`src/rtl/tmf_consts.vh`:
```
// Offsets, field positions, reset values and widths for the A-side match flag block
`ifndef TMF_CONSTS_VH
`define TMF_CONSTS_VH

// Bus widths
`define TMF_ADDR_W        8
`define TMF_DATA_W        32
`define TMF_CH_N          3

// Register byte offsets
`define TMF_OFF_FLAG      8'h00
`define TMF_OFF_ENABLE    8'h04
`define TMF_OFF_MODE      8'h08
`define TMF_OFF_CLEAR     8'h0C

// Field positions in the mode register
`define TMF_MODE_SYNC_BIT  0
`define TMF_MODE_PHASE_BIT 1

// Reset values
`define TMF_FLAG_RST      3'h0
`define TMF_ENABLE_RST    3'h0
`define TMF_MODE_RST      2'h0
`define TMF_RDATA_RST     32'h0000_0000

`endif

```
`src/rtl/tmf_match_flags_a.v`:
```
// A-side compare/capture flags, interrupt gating and channel 2 mode selects
`timescale 1ns/1ps
`default_nettype none
`include "tmf_consts.vh"

module tmf_match_flags_a
#(
  // Counter and register width
  parameter CNT_W = 16
)
(
  // Clock and reset
  input  wire                    clk,
  input  wire                    rst_n,
  // Register port
  input  wire [`TMF_ADDR_W-1:0]  reg_addr,
  input  wire [`TMF_DATA_W-1:0]  reg_wdata,
  input  wire                    reg_wr,
  input  wire                    reg_rd,
  output wire [`TMF_DATA_W-1:0]  reg_rdata,
  // Channel 0 datapath
  input  wire [CNT_W-1:0]        timer_counter_ch0,
  input  wire [CNT_W-1:0]        general_reg_a_ch0,
  input  wire                    capture_mode_ch0,
  input  wire                    capture_strobe_ch0,
  // Channel 1 datapath
  input  wire [CNT_W-1:0]        timer_counter_ch1,
  input  wire [CNT_W-1:0]        general_reg_a_ch1,
  input  wire                    capture_mode_ch1,
  input  wire                    capture_strobe_ch1,
  // Channel 2 datapath
  input  wire [CNT_W-1:0]        timer_counter_ch2,
  input  wire [CNT_W-1:0]        general_reg_a_ch2,
  input  wire                    capture_mode_ch2,
  input  wire                    capture_strobe_ch2,
  // Channel 2 synchronous operation
  input  wire                    sync_preset_req,
  input  wire                    sync_clear_req,
  output wire                    ch2_sync_mode,
  output wire                    ch2_sync_preset,
  output wire                    ch2_sync_clear,
  // Channel 2 phase counting
  input  wire                    phase_pin_a,
  input  wire                    phase_pin_b,
  output wire                    ch2_phase_mode,
  output wire                    ch2_count_up,
  output wire                    ch2_count_down,
  // Flags and interrupts
  output wire                    match_flag_a_ch0,
  output wire                    match_flag_a_ch1,
  output wire                    match_flag_a_ch2,
  output wire                    match_irq_a_ch0,
  output wire                    match_irq_a_ch1,
  output wire                    match_irq_a_ch2,
  output wire                    irq
);

  // Channel count is fixed by the one-port-per-channel interface
  localparam CH_N = `TMF_CH_N;

  // Address match against one register offset
  function addr_is;
    input [`TMF_ADDR_W-1:0] a;
    input [`TMF_ADDR_W-1:0] off;
    begin
      addr_is = (a == off);
    end
  endfunction

  // Channel buses packed for the generate loop
  wire [CNT_W*CH_N-1:0] cnt_all;
  wire [CNT_W*CH_N-1:0] gra_all;
  wire [CH_N-1:0]       cap_mode_all;
  wire [CH_N-1:0]       cap_strobe_all;

  assign cnt_all        = {timer_counter_ch2, timer_counter_ch1, timer_counter_ch0};
  assign gra_all        = {general_reg_a_ch2, general_reg_a_ch1, general_reg_a_ch0};
  assign cap_mode_all   = {capture_mode_ch2, capture_mode_ch1, capture_mode_ch0};
  assign cap_strobe_all = {capture_strobe_ch2, capture_strobe_ch1, capture_strobe_ch0};

  // Register state
  reg  [CH_N-1:0]        flag_q;
  reg  [CH_N-1:0]        flag_d;
  reg  [CH_N-1:0]        armed_q;
  reg  [CH_N-1:0]        armed_d;
  reg  [CH_N-1:0]        enable_q;
  reg  [CH_N-1:0]        enable_d;
  reg  [1:0]             mode_q;
  reg  [1:0]             mode_d;
  reg  [`TMF_DATA_W-1:0] rdata_q;
  reg  [`TMF_DATA_W-1:0] rdata_d;

  // Per-channel event detection
  reg  [CH_N-1:0]        cmp_hit_q;
  wire [CH_N-1:0]        cmp_hit;
  wire [CH_N-1:0]        set_evt;

  // Bus decode
  // Full-address decode; aliases of the four registers read zero
  wire sel_flag;
  wire sel_enable;
  wire sel_mode;
  wire sel_clear;

  assign sel_flag   = addr_is(reg_addr, `TMF_OFF_FLAG);
  assign sel_enable = addr_is(reg_addr, `TMF_OFF_ENABLE);
  assign sel_mode   = addr_is(reg_addr, `TMF_OFF_MODE);
  assign sel_clear  = addr_is(reg_addr, `TMF_OFF_CLEAR);

  // Compare and capture events, one set per channel
  genvar gi;
  generate
    for (gi = 0; gi < CH_N; gi = gi + 1)
    begin : g_ch
      // Capture mode masks the compare so one source owns the flag
      // compare equality
      assign cmp_hit[gi] = ~cap_mode_all[gi]
                         & (cnt_all[CNT_W*gi +: CNT_W] == gra_all[CNT_W*gi +: CNT_W]);
      assign set_evt[gi] = (cmp_hit[gi] & ~cmp_hit_q[gi])
                         | (cap_mode_all[gi] & cap_strobe_all[gi]);
    end
  endgenerate

  // Equality history so a held match sets the flag once
  // Without it a held match would set the flag again right after each clear
  always @(posedge clk)
  begin
    if (!rst_n)
      cmp_hit_q <= {CH_N{1'b0}};
    else
      cmp_hit_q <= cmp_hit;
  end

  // Clear requests, honoured only on bits armed by a read
  // Arming is per bit, so a read that showed 0 can never clear a later event
  wire [CH_N-1:0] wr_zero;
  wire [CH_N-1:0] wr_clear;
  wire [CH_N-1:0] clr_vec;

  assign wr_zero  = (reg_wr & sel_flag)  ? ~reg_wdata[CH_N-1:0] : {CH_N{1'b0}};
  assign wr_clear = (reg_wr & sel_clear) ?  reg_wdata[CH_N-1:0] : {CH_N{1'b0}};
  // clear needs a prior read of 1
  assign clr_vec  = armed_q & (wr_zero | wr_clear);

  // Flag and arming next state
  always @*
  begin
    // A clear that loses to a set still disarms; software must read again
    // set wins over clear
    flag_d  = (flag_q & ~clr_vec) | set_evt;
    armed_d = armed_q;
    // a read showing 1 arms the clear
    if (reg_rd && sel_flag)
      armed_d = armed_q | flag_q;
    // Any flag or clear write ends the sequence
    if (reg_wr && (sel_flag || sel_clear))
      armed_d = {CH_N{1'b0}};
  end

  // Enable and mode next state
  // Mode bits are written as a pair; other bits of the word are ignored
  always @*
  begin
    enable_d = enable_q;
    mode_d   = mode_q;
    if (reg_wr && sel_enable)
      enable_d = reg_wdata[CH_N-1:0];
    if (reg_wr && sel_mode)
    begin
      mode_d[`TMF_MODE_SYNC_BIT]  = reg_wdata[`TMF_MODE_SYNC_BIT];
      mode_d[`TMF_MODE_PHASE_BIT] = reg_wdata[`TMF_MODE_PHASE_BIT];
    end
  end

  // Read data mux; unmapped and clear register read zero
  // Read data stand for one cycle only; any other cycle returns zero
  always @*
  begin
    rdata_d = `TMF_RDATA_RST;
    if (reg_rd)
    begin
      if (sel_flag)
        rdata_d[CH_N-1:0] = flag_q;
      else if (sel_enable)
        rdata_d[CH_N-1:0] = enable_q;
      else if (sel_mode)
        rdata_d[1:0] = mode_q;
    end
  end

  // Register storage
  always @(posedge clk)
  begin
    if (!rst_n)
    begin
      flag_q   <= `TMF_FLAG_RST;
      armed_q  <= {CH_N{1'b0}};
      enable_q <= `TMF_ENABLE_RST;
      mode_q   <= `TMF_MODE_RST;
      rdata_q  <= `TMF_RDATA_RST;
    end
    else
    begin
      flag_q   <= flag_d;
      armed_q  <= armed_d;
      enable_q <= enable_d;
      mode_q   <= mode_d;
      rdata_q  <= rdata_d;
    end
  end

  assign reg_rdata = rdata_q;

  // Channel 2 synchronous preset and clear, gated by the sync select
  // One cycle of latency keeps the group outputs glitch free
  reg sync_preset_q;
  reg sync_clear_q;

  always @(posedge clk)
  begin
    if (!rst_n)
    begin
      sync_preset_q <= 1'b0;
      sync_clear_q  <= 1'b0;
    end
    else
    begin
      sync_preset_q <= mode_q[`TMF_MODE_SYNC_BIT] & sync_preset_req;
      sync_clear_q  <= mode_q[`TMF_MODE_SYNC_BIT] & sync_clear_req;
    end
  end

  assign ch2_sync_mode   = mode_q[`TMF_MODE_SYNC_BIT];
  assign ch2_sync_preset = sync_preset_q;
  assign ch2_sync_clear  = sync_clear_q;

  // Phase pins pass two flip-flops, then one more stage for edges
  // The first stage may go metastable, so only the second and third stages feed the decode
  // Reset level 0 assumes idle-low pins; idle-high pins give one false up pulse and one false down pulse after reset
  reg pa_s1_q;
  reg pa_s2_q;
  reg pa_s3_q;
  reg pb_s1_q;
  reg pb_s2_q;
  reg pb_s3_q;

  always @(posedge clk)
  begin
    if (!rst_n)
    begin
      pa_s1_q <= 1'b0;
      pa_s2_q <= 1'b0;
      pa_s3_q <= 1'b0;
      pb_s1_q <= 1'b0;
      pb_s2_q <= 1'b0;
      pb_s3_q <= 1'b0;
    end
    else
    begin
      pa_s1_q <= phase_pin_a;
      pa_s2_q <= pa_s1_q;
      pa_s3_q <= pa_s2_q;
      pb_s1_q <= phase_pin_b;
      pb_s2_q <= pb_s1_q;
      pb_s3_q <= pb_s2_q;
    end
  end

  // Quadrature decode on synchronised levels only
  // Both pins changing in one cycle is illegal input and pulses both ways
  wire a_rise;
  wire a_fall;
  wire b_rise;
  wire b_fall;
  wire quad_up;
  wire quad_down;

  assign a_rise    =  pa_s2_q & ~pa_s3_q;
  assign a_fall    = ~pa_s2_q &  pa_s3_q;
  assign b_rise    =  pb_s2_q & ~pb_s3_q;
  assign b_fall    = ~pb_s2_q &  pb_s3_q;
  assign quad_up   = (a_rise & ~pb_s2_q) | (a_fall &  pb_s2_q)
                   | (b_rise &  pa_s2_q) | (b_fall & ~pa_s2_q);
  assign quad_down = (a_rise &  pb_s2_q) | (a_fall & ~pb_s2_q)
                   | (b_rise & ~pa_s2_q) | (b_fall &  pa_s2_q);

  // Count pulses only in phase counting mode
  reg count_up_q;
  reg count_down_q;

  always @(posedge clk)
  begin
    if (!rst_n)
    begin
      count_up_q   <= 1'b0;
      count_down_q <= 1'b0;
    end
    else
    begin
      count_up_q   <= mode_q[`TMF_MODE_PHASE_BIT] & quad_up;
      count_down_q <= mode_q[`TMF_MODE_PHASE_BIT] & quad_down;
    end
  end

  assign ch2_phase_mode = mode_q[`TMF_MODE_PHASE_BIT];
  assign ch2_count_up   = count_up_q;
  assign ch2_count_down = count_down_q;

  // Flag outputs straight from storage
  assign match_flag_a_ch0 = flag_q[0];
  assign match_flag_a_ch1 = flag_q[1];
  assign match_flag_a_ch2 = flag_q[2];

  // Interrupt gating
  // Combinational from flops, so the level drops in the same cycle as the flag
  wire [CH_N-1:0] irq_vec;

  assign irq_vec         = flag_q & enable_q;
  assign match_irq_a_ch0 = irq_vec[0];
  assign match_irq_a_ch1 = irq_vec[1];
  assign match_irq_a_ch2 = irq_vec[2];
  assign irq             = |irq_vec;   // Level, high while any enabled flag set

endmodule // tmf_match_flags_a

`default_nettype wire

```
`config.mk`:
```
export PLATFORM = sky130hd
export DESIGN_NAME = tmf_match_flags_a
export DESIGN_NICKNAME = d
export VERILOG_FILES = /design/src/rtl/tmf_match_flags_a.v
export VERILOG_INCLUDE_DIRS = /design/src /design/src/rtl
export SDC_FILE = /design/constraint.sdc
export NUM_CORES = 1
export LEC_CHECK = 0
export ABC_AREA = 1
export BUFFER_PORTS_ARGS = -buffer_cell sky130_fd_sc_hd__buf_2
export CAP_MARGIN = 20
export CORE_ASPECT_RATIO = 1.5
export CORE_UTILIZATION = 38
export CTS_CLUSTER_DIAMETER = 200
export DETAILED_ROUTE_END_ITERATION = 12
export GPL_TIMING_DRIVEN = 0
export PLACE_DENSITY = 0.81
export SYNTH_ARGS = -nofsm -noshare
export SYNTH_HDL_FRONTEND = slang
export SYNTH_SLANG_ARGS = --single-unit
export TNS_END_PERCENT = 10
```
`constraint.sdc`:
```
create_clock -name clk -period 1.32 [get_ports clk]
set_clock_uncertainty 0.1 [all_clocks]
set_input_delay 0.066 -clock clk [delete_from_list [all_inputs] [get_ports clk]]
set_output_delay 0.066 -clock clk [all_outputs]
set_load 0.02 [all_outputs]
```
==> flow_metrics.tcl <==
set metrics [dict create \
    status "finished clean" \
    slew_viol_final 0 \
    gp_congestion 0.8150 \
    worstPathMaxFanout 5 \
    rows 33 \
    grt_max_degree 15 \
    vdd.ir_drop.worst_mv 0.3643 \
    timing.final.crit_share_pct 88.51 \
    synth_edf_count 0 \
    wl_um 5610 \
    hold_class "in -> reg" \
    cp_data_required_time_ns 1.15 \
    initial_core_util_pct 39.87 \
    nets 703 \
    power.switching_uw 573.8 \
    synth_top_area_cell "dfxtp_1" \
    arrival_ns 1.00 \
    grt_pass1_wl_um 9080 \
    vias_per_cell 4.278 \
    boundaryPins 195 \
    root_buffer "clkbuf_8" \
    reg2reg_slack_ns 0.19 \
    synth.area.top_cells "dfxtp_1 (25%), nand2_1 (19%), inv_1 (12%), buf_4 (9.9%), nor2_1 (8.3%)" \
    postRouteAntennaNets 0 \
    swShare_pct 29.55 \
    tns_ns 0 \
    cts.path.max_buffers 2 \
    cts_made_buffers 3 \
    synth-seq-cells 27 \
    antenna_found_initial 0 \
    fmax_mhz 855.9 \
    drv_cap 0 \
    p_per_area_mw_per_mm2 605.8 \
    critPathKind "reg -> out" \
    die_h_um 95.31 \
    seq_area_frac_synth_pct 24.50 \
    dp_hpwl_um 4984 \
    die_area_mm2 0.006120 \
    clk_pin_slew_ns 0.09 \
    gr-total-overflow 0 \
    async_flop_share_pct 0 \
    routedWlPerCell_um 9.019 \
    nFillCells 553 \
    stdcell_count 622 \
    p_int_mw 1.368 \
    rsz0062_at_grt "false" \
    firstDrtPassIters 5 \
    final_layout_size_suffix_gt1_share_pct 33.88 \
    drc 0 \
    power_frac_clock_pct 22.8 \
    port_buffers 136 \
    syn_area_mm2 0.002206 \
    synthMostInstantiatedCell "nand2_1" \
    synthDistinctLibCells 25 \
    synth_warnings 0 \
    syn_to_final_growth_pct 45.32 \
    power_leakage_nw 2.023 \
    synth_top_cells_by_count "nand2_1 (109), inv_1 (69), nor2_1 (49)" \
    num_vias 2661 \
    setup_viol_count_final 0 \
    place_inst 610 \
    die_w_um 64.21 \
    grt_pass1_vias 2434 \
    synth_top_area_share_pct 24.50 \
    synthFlopType "dfxtp_1" \
    hold_viol 0 \
    coreArea_mm2 0.005533 \
    insertion_delay_ns 0.26 \
    cts_sinks 27 \
    seqPwrFrac_pct 43.3 \
    htree_levels 1 \
    period_needed_ns 1.168 \
    worst_setup_path_end_kind "output port" \
    cp-start-kind "register" \
    first_iter_violations 95 \
    combPwrFrac_pct 33.9 \
    syn_inst 376 \
    antenna_cells 0 \
    gr-usage-all-layers_pct 18.35 \
    syn_area_per_cell_um2 5.867 \
    cts_tree "done" \
]
sequential cells by signal, indices dropped and copies added (netlist names):
register and flops:
armed_q 3, ch2_count_down 1, ch2_count_up 1, ch2_sync_clear 1, ch2_sync_preset 1, cmp_hit_q 3, enable_q 3, flag_q 3
mode_q 2, pa_s1_q 1, pa_s2_q 1, pa_s3_q 1, pb_s1_q 1, pb_s2_q 1, pb_s3_q 1, reg_rdata 3
layout make-up:
type,count,area [um^2],share of cell area (%)
Multi-Input combinational cell,272,1267,39.54
Timing Repair Buffer,144,760.7,23.73
Sequential cell,27,540.5,16.86
Tap cell,70,87.58,2.732
Buffer,30,222.7,6.948
Inverter,75,281.5,8.782
Clock buffer,4,45.04,1.405
final timing paths:
| kind | from | to | depth (start not counted) |
|---|---|---|---|
| hold / removal | reg_rd | armed_q[2]$_SDFFE_PP0P_ | 3 |
| setup / recovery | flag_q[1]$_SDFF_PN0_ | irq | 3 |
| hold reg to reg | pa_s1_q$_SDFF_PN0_ | pa_s2_q$_SDFF_PN0_ | 2 |
| setup reg to reg | pa_s2_q$_SDFF_PN0_ | ch2_count_down$_SDFF_PN0_ | 4 |
layout by cell type (no fill, tap or decap), types with 3 or more instances in the layout:
cell type	Yosys	routed
dfxtp_1	27	27
o21ai_0	6	6
buf_4	29	29
dlygate4sd3_1	0	8
buf_2	0	136
conb_1	1	29
nand4_1	3	3
o21ai_1	8	8
a21oi_1	13	13
clkbuf_8	0	3
inv_1	69	69
nor2_2	3	3
inv_2	6	6
nand3b_1	4	4
xnor2_1	16	16
nand2_1	109	109
nand3_1	19	19
nor2_1	49	49
stage by stage:
stage               setup WS (ns)  cell area, um^2  util (%)  power (mW)  hold slack (ns)
finish                     0.1517             3206     57.94       1.942          0.01148
CTS                       0.07973             3204     57.92       1.963         0.001464
floorplan                  0.2559             2311         -       1.237          0.06363
global route              0.03040             3206     57.94       2.069          0.01327
global placement          0.05613             3079     55.65       1.483           0.1478
detailed placement       0.005863             3079     55.65       1.498           0.1550
routing by layer:
layer	GRT usage, %	vias up	wire length (um)
met5	0	-	0
met4	4.259	0	74
met3	3.230	6	433
met2	40.43	110	3246
met1	16.49	1135	1855
li1	-	1410	-
kinds of logic after synthesis:
family | after synthesis | synth area share [%]
and+or+nand+nor | 197 | 38.85
buffers and inverters | 105 | 22.80
AOI/OAI and AO/OA | 29 | 6.920
DFF | 27 | 24.50
xor gates and xnor gates | 17 | 6.750
other | 1 | 0.1700
repair_timing:
action / CTS / global route
setup buffers: 0 / 0
hold buffers: 8 / 0
hold endpoints to repair: 7 / 0
gates resized for setup: 0 / 2
endpoints found under the setup margin: 0 / 3
worst max-delay path: stages (launching register included):
cell,delay (ns)
dfxtp_1,0.41
nand2_1,0.09
nand3_1,0.08
buf_2,0.16
power groups by stage:
stage | clock network (mW) | registers [mW] | logic, mW
final | 0.443 | 0.841 | 0.658
after floorplan | 0 | 0.866 | 0.371
after global placement | 0 | 0.860 | 0.623
after global routing | 0.490 | 0.845 | 0.734
after detailed placement | 0 | 0.860 | 0.638
after CTS | 0.464 | 0.841 | 0.658
(Power assumes the default switching activity.)
